[src/pkg/flash_seq_defines.svh]
// Purpose: Offsets, fields, codes and timing of the flash self-program sequencer
// Assumes: 8-bit APB byte address, 32-bit data, one register a word
// Notes: Times in their own unit; cycle counts derived from the clock rate
`ifndef FLASH_SEQ_DEFINES_SVH
`define FLASH_SEQ_DEFINES_SVH

// Register byte addresses
`define FS_ADDR_CTRL 8'h00
`define FS_ADDR_LOW 8'h04
`define FS_ADDR_UPPER 8'h08
`define FS_ADDR_KEY 8'h0c
`define FS_ADDR_PAGE 8'h10

// Control register fields and reset value
`define FS_CTRL_WR_BIT 15
`define FS_CTRL_ERASE_PROGRAM_ENABLE_BIT 14
`define FS_CTRL_ERR_BIT 13
`define FS_CTRL_OP_MSB 7
`define FS_CTRL_RESET 16'h0000
`define FS_OP_ERASE_ROW 8'h41
`define FS_OP_PROG_BLOCK 8'h01

// Unlock keys
`define FS_KEY_FIRST 8'h55
`define FS_KEY_SECOND 8'haa

// Geometry: a row is 32 instructions, 64 address units; a block is 4 instructions
`define FS_ROW_INSTR 32
`define FS_BLOCK_INSTR 4
`define FS_PANEL_ROWS 128
`define FS_ROW_ADDR_LSBS 6
`define FS_BLOCK_ADDR_LSBS 3

// Timing
`define FS_OP_TIME_US 2000
`define FS_CLK_KHZ 10000
`define FS_OP_CYCLES ((`FS_OP_TIME_US * `FS_CLK_KHZ) / 1000)
`define FS_TBL_CYCLES 2

`endif

[src/pkg/flash_seq_pkg.sv]
// Purpose: Types shared by the sequencer and its write latches
// Assumes: 24-bit program words
// Notes: Constants live in flash_seq_defines.svh
package flash_seq_pkg;
   typedef logic [23:0] prog_word_t;
   typedef prog_word_t [3:0] latch_words_t;
   typedef enum logic [1:0] {KEY_LOCKED, KEY_HALF, KEY_OPEN} key_state_e;
endpackage

[src/pkg/latch_if.sv]
// Purpose: Carries latch writes from the sequencer to the write latch store
// Assumes: One write per cycle at most
// Notes: Byte lanes select bits 7:0, 15:8 and 23:16 of a program word
`timescale 1ns/1ps
interface latch_if;
   import flash_seq_pkg::*;
   logic we;
   logic [1:0] idx;
   logic [2:0] lanes;
   prog_word_t wdata;
   latch_words_t words;
   modport seq (output we, output idx, output lanes, output wdata, input words);
   modport store (input we, input idx, input lanes, input wdata, output words);
endinterface

[src/flash_self_program_sequencer.sv]
// Purpose: Run-time self-programming sequencer for on-chip program flash
// Assumes: APB from the core, table instruction port, flash array logic on pclk
// Notes: Core and APB are stalled while an erase or program runs
// Overview of operation
// - Erase one 32-instruction row, program four instructions
// - Low table access reaches word bits 15:0
// - High table access reaches word bits 23:16
// - Address is page low byte plus EA
// - Panels of 128 rows; software moves page
// - Four write latches, chosen by EA bits 2:1
// - Table write touches latches only, two cycles
// - Low address captures EA 15:0
// - Upper address captures the page
// - Write-only key needs 0x55 then 0xAA
// - Start bit 15 cleared when operation ends
// - Operation lasts 2 ms, core stalled
// - Control selects operation, write enable and start
`timescale 1ns/1ps
`include "flash_seq_defines.svh"
module flash_self_program_sequencer #(
   parameter int unsigned OP_CYCLES = `FS_OP_CYCLES
) (
   // Clock and reset
   input wire logic pclk,
   input wire logic presetn,
   // APB slave
   input wire logic psel,
   input wire logic penable,
   input wire logic pwrite,
   input wire logic [7:0] paddr,
   input wire logic [31:0] pwdata,
   output logic [31:0] prdata,
   output logic pready,
   output logic pslverr,
   // Table instruction port
   input wire logic tbl_req,
   input wire logic tbl_write,
   input wire logic tbl_high,
   input wire logic tbl_byte,
   input wire logic [15:0] tbl_ea,
   input wire logic [15:0] tbl_wdata,
   output logic tbl_done,
   output logic [15:0] tbl_rdata,
   // Flash array
   output logic [23:0] flash_rd_addr,
   input wire logic [23:0] flash_rd_data,
   output logic flash_erase,
   output logic flash_program,
   output logic [23:0] flash_op_addr,
   output flash_seq_pkg::latch_words_t flash_prog_data,
   output logic cpu_stall
);
   import flash_seq_pkg::*;

   logic [7:0] page_q;
   logic [15:0] addr_low_q;
   logic [7:0] addr_upper_q;
   logic [7:0] op_q;
   logic erase_program_enable_q, wr_q, err_q, busy_q;
   logic [31:0] cnt_q;
   key_state_e key_q;
   logic pready_q, pslverr_q;
   logic [31:0] prdata_q;
   logic [1:0] tph_q;
   logic t_write_q, t_high_q, t_byte_q;
   logic [15:0] t_ea_q, tbl_rdata_q;
   logic [23:0] rd_addr_q, op_addr_q;
   logic erase_q, program_q;
   logic wr_acc, tbl_take, start_req, start_ok, op_ok, op_last;
   localparam logic [15:0] CTRL_RESET = `FS_CTRL_RESET;
   latch_if lif ();

   // Byte lanes of a table write: bit0 7:0, bit1 15:8, bit2 23:16
   function automatic logic [2:0] lane_sel(input logic high, input logic bsz, input logic ea0);
      logic [2:0] l;
      l = 3'h0;
      if (!high) begin
         l = bsz ? (ea0 ? 3'h2 : 3'h1) : 3'h3;
      end else begin
         l = (bsz && ea0) ? 3'h0 : 3'h4;
      end
      return l;
   endfunction

   function automatic logic [15:0] rd_pick(input logic high, input logic bsz, input logic ea0,
                                           input prog_word_t d);
      logic [15:0] r;
      r = 16'h0000;
      if (!high) begin
         r = bsz ? {8'h00, (ea0 ? d[15:8] : d[7:0])} : d[15:0];
      end else begin
         r = (bsz && ea0) ? 16'h0000 : {8'h00, d[23:16]};
      end
      return r;
   endfunction

   // APB answers one cycle into the access phase; stalled while busy
   assign wr_acc = psel && penable && pwrite && pready_q;
   assign pready = pready_q;
   assign pslverr = pslverr_q;
   assign prdata = prdata_q;

   always_ff @(posedge pclk or negedge presetn) begin
      if (!presetn) begin
         pready_q <= 1'b0;
         pslverr_q <= 1'b0;
         prdata_q <= 32'h0000_0000;
      end else begin
         pready_q <= psel && penable && !busy_q && !pready_q;
         pslverr_q <= 1'b0;
         prdata_q <= 32'h0000_0000;
         if (psel && penable && !busy_q && !pready_q) begin
            unique case (paddr)
               `FS_ADDR_CTRL: prdata_q <= {16'h0000, wr_q, erase_program_enable_q, err_q, 5'h00, op_q};
               `FS_ADDR_LOW: prdata_q <= {16'h0000, addr_low_q};
               `FS_ADDR_UPPER: prdata_q <= {24'h000000, addr_upper_q};
               `FS_ADDR_KEY: prdata_q <= 32'h0000_0000;
               `FS_ADDR_PAGE: prdata_q <= {24'h000000, page_q};
               default: pslverr_q <= 1'b1;
            endcase
         end
      end
   end

   // Unlock: only a 0x55, 0xaa pair directly before the start write counts
   always_ff @(posedge pclk or negedge presetn) begin
      if (!presetn) begin
         key_q <= KEY_LOCKED;
      end else if (wr_acc) begin
         if (paddr == `FS_ADDR_KEY) begin
            if (pwdata[7:0] == `FS_KEY_FIRST) begin
               key_q <= KEY_HALF;
            end else if (key_q == KEY_HALF && pwdata[7:0] == `FS_KEY_SECOND) begin
               key_q <= KEY_OPEN;
            end else begin
               key_q <= KEY_LOCKED;
            end
         end else begin
            key_q <= KEY_LOCKED;
         end
      end
   end

   // Start decision
   assign start_req = wr_acc && paddr == `FS_ADDR_CTRL && pwdata[`FS_CTRL_WR_BIT];
   assign op_ok = pwdata[`FS_CTRL_OP_MSB:0] == `FS_OP_ERASE_ROW || pwdata[`FS_CTRL_OP_MSB:0] == `FS_OP_PROG_BLOCK;
   assign start_ok = start_req && key_q == KEY_OPEN && pwdata[`FS_CTRL_ERASE_PROGRAM_ENABLE_BIT] && op_ok;
   assign op_last = busy_q && cnt_q == OP_CYCLES - 1;

   // Control register; a refused start sets the error flag, which beats a clear
   always_ff @(posedge pclk or negedge presetn) begin
      if (!presetn) begin
         op_q <= CTRL_RESET[`FS_CTRL_OP_MSB:0];
         erase_program_enable_q <= CTRL_RESET[`FS_CTRL_ERASE_PROGRAM_ENABLE_BIT];
         err_q <= CTRL_RESET[`FS_CTRL_ERR_BIT];
         wr_q <= CTRL_RESET[`FS_CTRL_WR_BIT];
      end else begin
         if (wr_acc && paddr == `FS_ADDR_CTRL) begin
            op_q <= pwdata[`FS_CTRL_OP_MSB:0];
            erase_program_enable_q <= pwdata[`FS_CTRL_ERASE_PROGRAM_ENABLE_BIT];
            err_q <= pwdata[`FS_CTRL_ERR_BIT] & err_q;
            wr_q <= start_ok;
         end
         if (start_req && !start_ok) begin
            err_q <= 1'b1;
         end
         if (op_last) begin
            wr_q <= 1'b0;
         end
      end
   end

   // Address registers: software writes, table instructions capture
   always_ff @(posedge pclk or negedge presetn) begin
      if (!presetn) begin
         page_q <= 8'h00;
         addr_low_q <= 16'h0000;
         addr_upper_q <= 8'h00;
      end else begin
         if (wr_acc && paddr == `FS_ADDR_PAGE) begin
            page_q <= pwdata[7:0];
         end
         if (wr_acc && paddr == `FS_ADDR_LOW) begin
            addr_low_q <= pwdata[15:0];
         end
         if (wr_acc && paddr == `FS_ADDR_UPPER) begin
            addr_upper_q <= pwdata[7:0];
         end
         if (tbl_take) begin
            addr_low_q <= tbl_ea;
            addr_upper_q <= page_q;
         end
      end
   end

   // Operation timer; the core stays stalled for the whole count
   always_ff @(posedge pclk or negedge presetn) begin
      if (!presetn) begin
         busy_q <= 1'b0;
         cnt_q <= 32'h0000_0000;
         erase_q <= 1'b0;
         program_q <= 1'b0;
         op_addr_q <= 24'h000000;
      end else begin
         erase_q <= 1'b0;
         program_q <= 1'b0;
         if (start_ok) begin
            busy_q <= 1'b1;
            cnt_q <= 32'h0000_0000;
            if (pwdata[`FS_CTRL_OP_MSB:0] == `FS_OP_ERASE_ROW) begin
               erase_q <= 1'b1;
               op_addr_q <= {addr_upper_q, addr_low_q[15:`FS_ROW_ADDR_LSBS], `FS_ROW_ADDR_LSBS'(0)};
            end else begin
               program_q <= 1'b1;
               op_addr_q <= {addr_upper_q, addr_low_q[15:`FS_BLOCK_ADDR_LSBS], `FS_BLOCK_ADDR_LSBS'(0)};
            end
         end else if (op_last) begin
            busy_q <= 1'b0;
         end else if (busy_q) begin
            cnt_q <= cnt_q + 32'h1;
         end
      end
   end

   assign cpu_stall = busy_q;
   assign flash_erase = erase_q;
   assign flash_program = program_q;
   assign flash_op_addr = op_addr_q;
   assign flash_prog_data = lif.words;

   // Table instructions: taken when idle, answered two cycles later
   assign tbl_take = tbl_req && !busy_q && tph_q == 2'h0;
   assign tbl_done = tph_q == 2'(`FS_TBL_CYCLES);
   assign tbl_rdata = tbl_rdata_q;
   assign flash_rd_addr = rd_addr_q;

   always_ff @(posedge pclk or negedge presetn) begin
      if (!presetn) begin
         tph_q <= 2'h0;
         t_write_q <= 1'b0;
         t_high_q <= 1'b0;
         t_byte_q <= 1'b0;
         t_ea_q <= 16'h0000;
         rd_addr_q <= 24'h000000;
         tbl_rdata_q <= 16'h0000;
      end else begin
         if (tbl_take) begin
            tph_q <= 2'h1;
            t_write_q <= tbl_write;
            t_high_q <= tbl_high;
            t_byte_q <= tbl_byte;
            t_ea_q <= tbl_ea;
            rd_addr_q <= {page_q, tbl_ea[15:1], 1'b0};
         end else if (tph_q == 2'h1) begin
            tph_q <= 2'h2;
            if (!t_write_q) begin
               tbl_rdata_q <= rd_pick(t_high_q, t_byte_q, t_ea_q[0], flash_rd_data);
            end
         end else begin
            tph_q <= 2'h0;
         end
      end
   end

   // Table writes land in the latches only; the array is untouched
   assign lif.we = tbl_take && tbl_write;
   assign lif.idx = tbl_ea[2:1];
   assign lif.lanes = lane_sel(tbl_high, tbl_byte, tbl_ea[0]);
   assign lif.wdata = tbl_high ? {tbl_wdata[7:0], 16'h0000} : {8'h00, tbl_wdata};

   flash_write_latches u_latches (
      .pclk(pclk),
      .presetn(presetn),
      .lif(lif)
   );

   // Checks
   property p_addr_form;
      @(posedge pclk) disable iff (!presetn)
      tbl_take |=> rd_addr_q == {$past(page_q), $past(tbl_ea[15:1]), 1'b0};
   endproperty
   a_addr_form: assert property (p_addr_form) else $error("table address not page plus EA");

   property p_capture;
      @(posedge pclk) disable iff (!presetn)
      tbl_take |=> addr_low_q == $past(tbl_ea) && addr_upper_q == $past(page_q);
   endproperty
   a_capture: assert property (p_capture) else $error("address registers missed table EA");

   property p_tbl_two;
      @(posedge pclk) disable iff (!presetn)
      tbl_take |-> !tbl_done ##1 !tbl_done ##1 tbl_done;
   endproperty
   a_tbl_two: assert property (p_tbl_two) else $error("table access not two cycles");

   property p_no_array_on_tbl;
      @(posedge pclk) disable iff (!presetn)
      lif.we |=> !flash_program && !flash_erase;
   endproperty
   a_no_array_on_tbl: assert property (p_no_array_on_tbl) else $error("table write hit array");

   property p_key_needed;
      @(posedge pclk) disable iff (!presetn)
      $rose(busy_q) |-> $past(key_q) == KEY_OPEN && $past(wr_acc);
   endproperty
   a_key_needed: assert property (p_key_needed) else $error("operation began without unlock");

   property p_bad_start;
      @(posedge pclk) disable iff (!presetn)
      start_req && !start_ok |=> !busy_q && !wr_q && err_q && !flash_erase && !flash_program;
   endproperty
   a_bad_start: assert property (p_bad_start) else $error("refused start disturbed flash");

   property p_relock;
      @(posedge pclk) disable iff (!presetn)
      wr_acc && paddr != `FS_ADDR_KEY |=> key_q == KEY_LOCKED;
   endproperty
   a_relock: assert property (p_relock) else $error("key stayed open after other write");

   property p_stall;
      @(posedge pclk) disable iff (!presetn)
      busy_q |-> cpu_stall && wr_q && !pready;
   endproperty
   a_stall: assert property (p_stall) else $error("core not stalled during operation");

   property p_wr_clear;
      @(posedge pclk) disable iff (!presetn)
      op_last |=> !wr_q && !busy_q && cnt_q == OP_CYCLES - 1;
   endproperty
   a_wr_clear: assert property (p_wr_clear) else $error("start bit not cleared at end");

   property p_row_align;
      @(posedge pclk) disable iff (!presetn)
      flash_erase |-> flash_op_addr[`FS_ROW_ADDR_LSBS-1:0] == '0 && busy_q;
   endproperty
   a_row_align: assert property (p_row_align) else $error("erase not row aligned");

   c_erase: cover property (@(posedge pclk) disable iff (!presetn) flash_erase);
   c_program: cover property (@(posedge pclk) disable iff (!presetn) flash_program);
   c_refused: cover property (@(posedge pclk) disable iff (!presetn) start_req && !start_ok);
   c_done: cover property (@(posedge pclk) disable iff (!presetn) op_last);
endmodule

[src/flash_write_latches.sv]
// Purpose: Four-instruction panel write latches
// Assumes: Writes arrive through latch_if
// Notes: Contents survive a program operation until overwritten
`timescale 1ns/1ps
`include "flash_seq_defines.svh"
module flash_write_latches (
   // Clock and reset
   input wire logic pclk,
   input wire logic presetn,
   // Latch port
   latch_if.store lif
);
   import flash_seq_pkg::*;

   latch_words_t words_q;

   for (genvar w = 0; w < `FS_BLOCK_INSTR; w++) begin : g_word
      for (genvar b = 0; b < 3; b++) begin : g_lane
         always_ff @(posedge pclk or negedge presetn) begin
            if (!presetn) begin
               words_q[w][b*8 +: 8] <= 8'h00;
            end else if (lif.we && lif.idx == 2'(w) && lif.lanes[b]) begin
               words_q[w][b*8 +: 8] <= lif.wdata[b*8 +: 8];
            end
         end
      end
   end

   assign lif.words = words_q;
endmodule

[config.mk]
export PLATFORM = sky130hd
export DESIGN_NAME = flash_self_program_sequencer
export DESIGN_NICKNAME = d
export VERILOG_FILES = /design/src/pkg/flash_seq_pkg.sv /design/src/pkg/latch_if.sv /design/src/flash_self_program_sequencer.sv /design/src/flash_write_latches.sv
export VERILOG_INCLUDE_DIRS = /design/src /design/src/pkg
export SDC_FILE = /design/constraint.sdc
export NUM_CORES = 1
export LEC_CHECK = 0
export BUFFER_PORTS_ARGS = -buffer_cell sky130_fd_sc_hd__buf_2
export CORE_ASPECT_RATIO = 1.25
export CORE_UTILIZATION = 48
export CTS_CLUSTER_SIZE = 40
export DETAILED_ROUTE_END_ITERATION = 10
export PLACE_DENSITY_LB_ADDON = 0.25
export SLEW_MARGIN = 5
export SYNTH_ARGS = -nofsm -noshare
export SYNTH_HDL_FRONTEND = slang
export SYNTH_SLANG_ARGS = --single-unit
[constraint.sdc]
create_clock -name pclk -period 1.9 [get_ports pclk]
set_input_delay 0.095 -clock pclk [delete_from_list [all_inputs] [get_ports pclk]]
set_output_delay 0.095 -clock pclk [all_outputs]
set_load 0.03 [all_outputs]
After elaboration in Yosys (flattened, before gate mapping)
Cells that the tools add are included.
{"block": "op_classes", "n_addsub": 1, "eq_ne": 17, "n_mux": 36, "bitwise": 3, "reduce_logical": 53}
{"op": "32-bit 2-to-1 mux", "n": 4}
{"op": "16-bit 2-to-1 mux", "n": 4}
{"op": "16-bit case mux with 4 select lines", "n": 1}
{"op": "1-bit logical AND", "n": 37}
{"op": "32-bit by 1-bit adder with 32-bit output, second input constant", "n": 1}
{"op": "32-bit by 15-bit equality test with 1-bit output, second input constant", "n": 1}
{"op": "8-bit 2-to-1 mux", "n": 4}
{"op": "24-bit 2-to-1 mux", "n": 1}
{"op": "8-bit by 4-bit equality test with 1-bit output, second input constant", "n": 2}
{"op": "8-bit by 7-bit equality test with 1-bit output, second input constant", "n": 2}
{"op": "2-bit 2-to-1 mux", "n": 7}
{"op": "1-bit 2-to-1 mux", "n": 12}
{"op": "2-bit nonzero test", "n": 6}
{"op": "2-bit equality test, second input constant", "n": 4}
{"op": "8-bit by 1-bit equality test with 1-bit output, second input constant", "n": 1}
{"op": "8-bit by 3-bit equality test with 1-bit output, second input constant", "n": 1}
{"op": "8-bit by 5-bit equality test with 1-bit output, second input constant", "n": 1}
{"op": "8-bit equality test, second input constant", "n": 1}
{"op": "8-bit zero test", "n": 1}
{"op": "2-bit by 1-bit equality test with 1-bit output, second input constant", "n": 3}
{"op": "3-bit 2-to-1 mux", "n": 2}
{"op": "6-bit 2-to-1 mux", "n": 1}
{"op": "5-bit OR reduction", "n": 1}
{"op": "2-bit zero test", "n": 2}
{"op": "7 further kinds", "n": 10}
{"block": "word_totals", "reg_bits": 279, "output_inout_bits": 198, "wordCells": 145}

Logic depth before layout (Yosys ltp)
{"block": "depth", "word_depth": 11, "mapped_depth": 9, "depth_no_buf": 7}

Cells and area by module
Synthesis repeated with hierarchy kept, for this count alone.
{"block": "unflattened", "cells_unflattened": 1012, "hier_area_um2": 11456.0}
{"module": "flash_self_program_sequencer", "n_inst": 1, "cells_per_inst": 802, "area_each_um2": 7723.7, "seq_area_each_um2": 4103.9}
{"module": "flash_write_latches", "n_inst": 1, "cells_per_inst": 210, "area_each_um2": 3732.3, "seq_area_each_um2": 2402.3}

Least setup slack after synthesis
OpenSTA, ideal clock, no wires.
{"block": "synth_timing", "path_kind": "register to register", "start": "register busy_q (netlist: cpu_stall)", "end": "register u_latches.words_q (netlist bit u_latches.lif.words[80])", "arrival_ns": 1.984, "slack_ns": -0.209, "path_stages_with_launch": 9, "path_buffers": 2, "synth_period_minus_slack_ns": 2.109, "cell_sequence": "dfrtp_1 buf_2 inv_1 nand3_1 inv_1 buf_4 nand4_1 nor2_2 mux2_2"}
{"block": "synth_via", "elab_chain_len": 6}
{"item": "start: declaration", "line": "flash_self_program_sequencer.sv:59", "rtl": "logic erase_program_enable_q, wr_q, err_q, busy_q;"}
{"item": "start signal: assignment", "line": "flash_self_program_sequencer.sv:199", "rtl": "busy_q <= 1'b0;"}
{"item": "start signal: assignment", "line": "flash_self_program_sequencer.sv:208", "rtl": "busy_q <= 1'b1;"}
{"item": "start signal: assignment", "line": "flash_self_program_sequencer.sv:218", "rtl": "busy_q <= 1'b0;"}
{"item": "1-bit zero test", "line": "flash_self_program_sequencer.sv:232", "rtl": "assign tbl_take = tbl_req && !busy_q && tph_q == 2'h0;"}
{"item": "1-bit logical AND (2 in series)", "line": "flash_self_program_sequencer.sv:232"}
{"item": "1-bit logical AND", "line": "flash_self_program_sequencer.sv:266", "rtl": "assign lif.we = tbl_take && tbl_write;"}
{"item": "1-bit logical AND (2 in series)", "line": "flash_write_latches.sv:22", "rtl": "end else if (lif.we && lif.idx == 2'(w) && lif.lanes[b]) begin"}
{"item": "end signal: indexed assignment", "line": "flash_write_latches.sv:23", "rtl": "words_q[w][b*8 +: 8] <= lif.wdata[b*8 +: 8];"}
{"item": "end: declaration", "line": "flash_write_latches.sv:15", "rtl": "latch_words_t words_q;"}
No other way between the ends.
A chain may end at the register's enable or synchronous reset.

Worst setup path after layout
{"block": "layout_timing", "start": "register cnt_q[16]", "end": "register cnt_q[1]"}
{"block": "layout_via", "elab_chain_len": 4}
{"item": "start: declaration", "line": "flash_self_program_sequencer.sv:60", "rtl": "logic [31:0] cnt_q;"}
{"item": "start signal: assignment", "line": "flash_self_program_sequencer.sv:220", "rtl": "cnt_q <= cnt_q + 32'h1;"}
{"item": "32-bit by 15-bit equality test with 1-bit output", "line": "flash_self_program_sequencer.sv:148", "rtl": "assign op_last = busy_q && cnt_q == OP_CYCLES - 1;"}
{"item": "1-bit logical AND", "line": "flash_self_program_sequencer.sv:148"}
{"item": "2-bit inequality test (no line)"}
{"item": "2-bit AND reduction (no line)"}
No other way between the ends.

==> results.toml <==
[finish]
fin_cells = 1717
antenna_cells = 0
final_common_cell = "buf_2"
layout.nets = 1518
mostFrequentLayoutCells = "265 x buf_2, 258 x dfrtp_1, 238 x nand2_1"
n_fill_cell = 1654
final_layout_size_suffix_gt1_share_pct = 37.31
utilization_pct = 67.57
syn2layout_area_growth_pct = 36.55

[setup_path]
path_class = "flop to flop"
r2r-end = "cnt_q[1]"
path_cells = "nor4_2 > nand2_1 > o31ai_1 > buf_4 > mux2i_1 > nor2_1"
cpLargestDelayFamily = "simple AND/OR/NAND/NOR gates"
cpMaxStageDelayCell = "nor4_2"
cp.required_ps = 2330
crit_buf_inv = 1
ff2ff_path_depth = 6
critPathMaxFanout = 4
startpoint_type = "flop"
r2r_slack_ps = 40
cpPeakStageDelay_ps = 440
regToRegStartpoint = "cnt_q[16]"
crit_arrival_ps = 2290
path_depth = 6
critPathCaptureType = "flop"

[placed_design]
routabilityCongestion = 0.8683
dp_hpwl_um = 21870
placedCellCount = 1586
portBuffers = 266

[floorplanning]
die_x_um = 138.3
die_y_um = 172.3
ios = 303
core_um2 = 22520
rows = 61
dieArea_um2 = 23830
start_util_pct = 49.49

[clock_network]
cts_tree = "done"
cts.sinks = 260
clockRootBuffer = "clkbuf_16"
cts_made_buffers = 28
htree_levels = 1
cts_max_path_buffers = 3
clk_latency_ps = 540
path_clk_slew_ps = 60

[outcome]
status = "finished, violations left"
violations = "design-rule violations"

[drt]
wirelength_um = 32190
viasPerCell = 5.374
vias = 9228
wl_per_cell_um = 18.75
drtPass1Iterations = 8
drtIter0Drc = 504
route.detailed.drc = 23
antenna_left = 0

[timing]
finalSetupViolations = 0
skew_ps = 14.55
timing.fmax_ghz = 0.5373
layout_min_cycle_time_ps = 1861
timing.hold.ws_ps = 19.77
relSlewSlack_pct = 63.74
rsz0062_at_grt = "yes"
finalCritPeriodShare_pct = 97.95
hold_viol = 0
drv_slew = 0
tightest_slew_ps = 543.9

[grt]
antenna_found_initial = 0
grt_pass1_wl_um = 50150
track_usage_pct = 26.75
grt_max_degree = 77
globalRouteOverflowTotal = 0
grt_pass1_vias = 9481

[yosys]
synthArstFlopShare_pct = 100.0
ys_seq_elements = 260
ys_seq_area_share_pct = 58.39
syn_inst = 1019
synth_edf_count = 0
synth_ff_type = "dfrtp_1"
avgSynthCellArea_um2 = 10.93
synth_area_um2 = 11140
synth_cell_type_count = 52
ys_warn_count = 0

[flow_run]
max_cap_viol_count = 0

[pwr]
powerDensity_nw_per_um2 = 790.4
p_total_uw = 12030
ir_drop_v = 0.0007921
leakagePower_uw = 0.008133

[min_path]
worstHoldPathCells = 5
whs_endpoint = "tbl_rdata[7]"
hold_class = "input pin to flop"
min_from = "flash_rd_data[7]"
==> cells in the mapped netlist, types with 2 or more instances <==
cell type	n	area share [%]
a21oi_1	27	1.2
a22oi_1	8	0.54
a31oi_1	24	1.3
and2_1	4	0.22
and3_1	13	0.73
and4_1	3	0.24
buf_2	9	0.40
buf_4	24	1.6
buf_6	3	0.30
clkbuf_1	28	0.94
dfrtp_1	260	58
inv_1	8	0.27
mux2_2	113	11
mux2i_1	20	1.8
nand2_1	238	8.0
nand2b_1	5	0.28
nand3_1	27	1.2
nand3b_1	4	0.27
nand4_1	21	1.2
nand4b_1	3	0.24
nor2_1	65	2.2
nor2_2	9	0.51
nor2b_1	6	0.34
nor3_1	11	0.49
nor4_1	6	0.34
nor4_2	3	0.34
nor4b_1	2	0.16
o21ai_0	24	1.1
o31ai_1	2	0.13
o41ai_1	2	0.16
or2_2	2	0.11
or3_1	7	0.39
xnor2_1	2	0.16
xor2_1	18	1.4
==> layer usage <==
| layer | global-route usage, % | routed length, um | share of wire [%] | vias to the layer above |
|---|---|---|---|---|
| li1 | - | - | - | 4235 |
| met1 | 30.39 | 11920 | 37 | 4522 |
| met5 | 0 | 0 | 0 | - |
| met3 | 6.369 | 2155 | 6.7 | 106 |
| met2 | 48.05 | 16750 | 52 | 365 |
| met4 | 12.31 | 1366 | 4.2 | 0 |
==> state kept, by name, indices dropped and copies added, names as in the netlist, 2 cells and up <==
name                 count
page_q                   8
u_latches.lif.words     96
op_q                     8
tbl_rdata               16
flash_op_addr           21
cnt_q                   32
tph_q                    2
addr_upper_q             8
addr_low_q              16
flash_rd_addr           23
prdata                  16
key_q                    2
==> cell families after synthesis <==
group | share of synthesized area [%]
AND/OR/NAND/NOR | 18.20
flip-flops | 58.39
AO/OA/AOI/OAI | 4.795
multiplexers | 13.22
other | 0.03366
XOR/XNOR | 1.572
buffers and inverters | 3.582
adder cells (fa/ha/maj) | 0.2021
==> worst max path at each step <==
stage / startpoint / to / slack (ps)
floorplan: cpu_stall / u_latches.lif.words[72] / -90
detailed placement: tph_q[0] / u_latches.lif.words[14] / -80
finish: cnt_q[16] / cnt_q[1] / 40
CTS: tph_q[0] / u_latches.lif.words[15] / -70
global route: cnt_q[16] / cnt_q[1] / -80
global placement: tph_q[0] / u_latches.lif.words[10] / -20
==> worst min-delay path, stage by stage <==
cell and delay [ps]:
buf_2 110, nand2_1 50, a21oi_1 50, a31oi_1 120
o21ai_0 80
==> final cells by class <==
type	instances	area, um^2	area share, %
sequential	260	6509	42.78
multi-input combinational	705	4503	29.60
timing repair buffer	409	2793	18.36
clock buffer	38	809.5	5.321
tap	283	354.1	2.327
clock inverter	14	211.5	1.390
inverter	8	35.03	0.2303
==> per-stage QoR <==
step / setup WS, ps / TNS (ps) / area, um^2
2_1_floorplan: -88.34 / -1665 / 11320
3_3_place_gp: -21.94 / -170.2 / 13280
5_1_grt: -81.58 / -197.4 / 15210
3_5_place_dp: -80.59 / -849.0 / 13280
4_1_cts: -67.87 / -660.7 / 15030
6_report: 39.01 / 0 / 15210
==> where the power goes <==
group / leakage, uW / internal (uW) / switching, uW
Sequential: 0.00353 / 5540 / 0.0704
Combinational: 0.00410 / 223 / 338
Clock: 0.000498 / 3670 / 2260
==> repair_timing <==
action / in CTS / in global routing
setup buffers: 1 / 4
setup endpoints to repair: 19 / 112
endpoints found under the hold margin: 393 / 0
gates cloned: 0 / 2
gates resized for setup: 0 / 24
hold buffers: 72 / 0
pin swaps: 1 / 12
(Power assumes the default switching activity.)
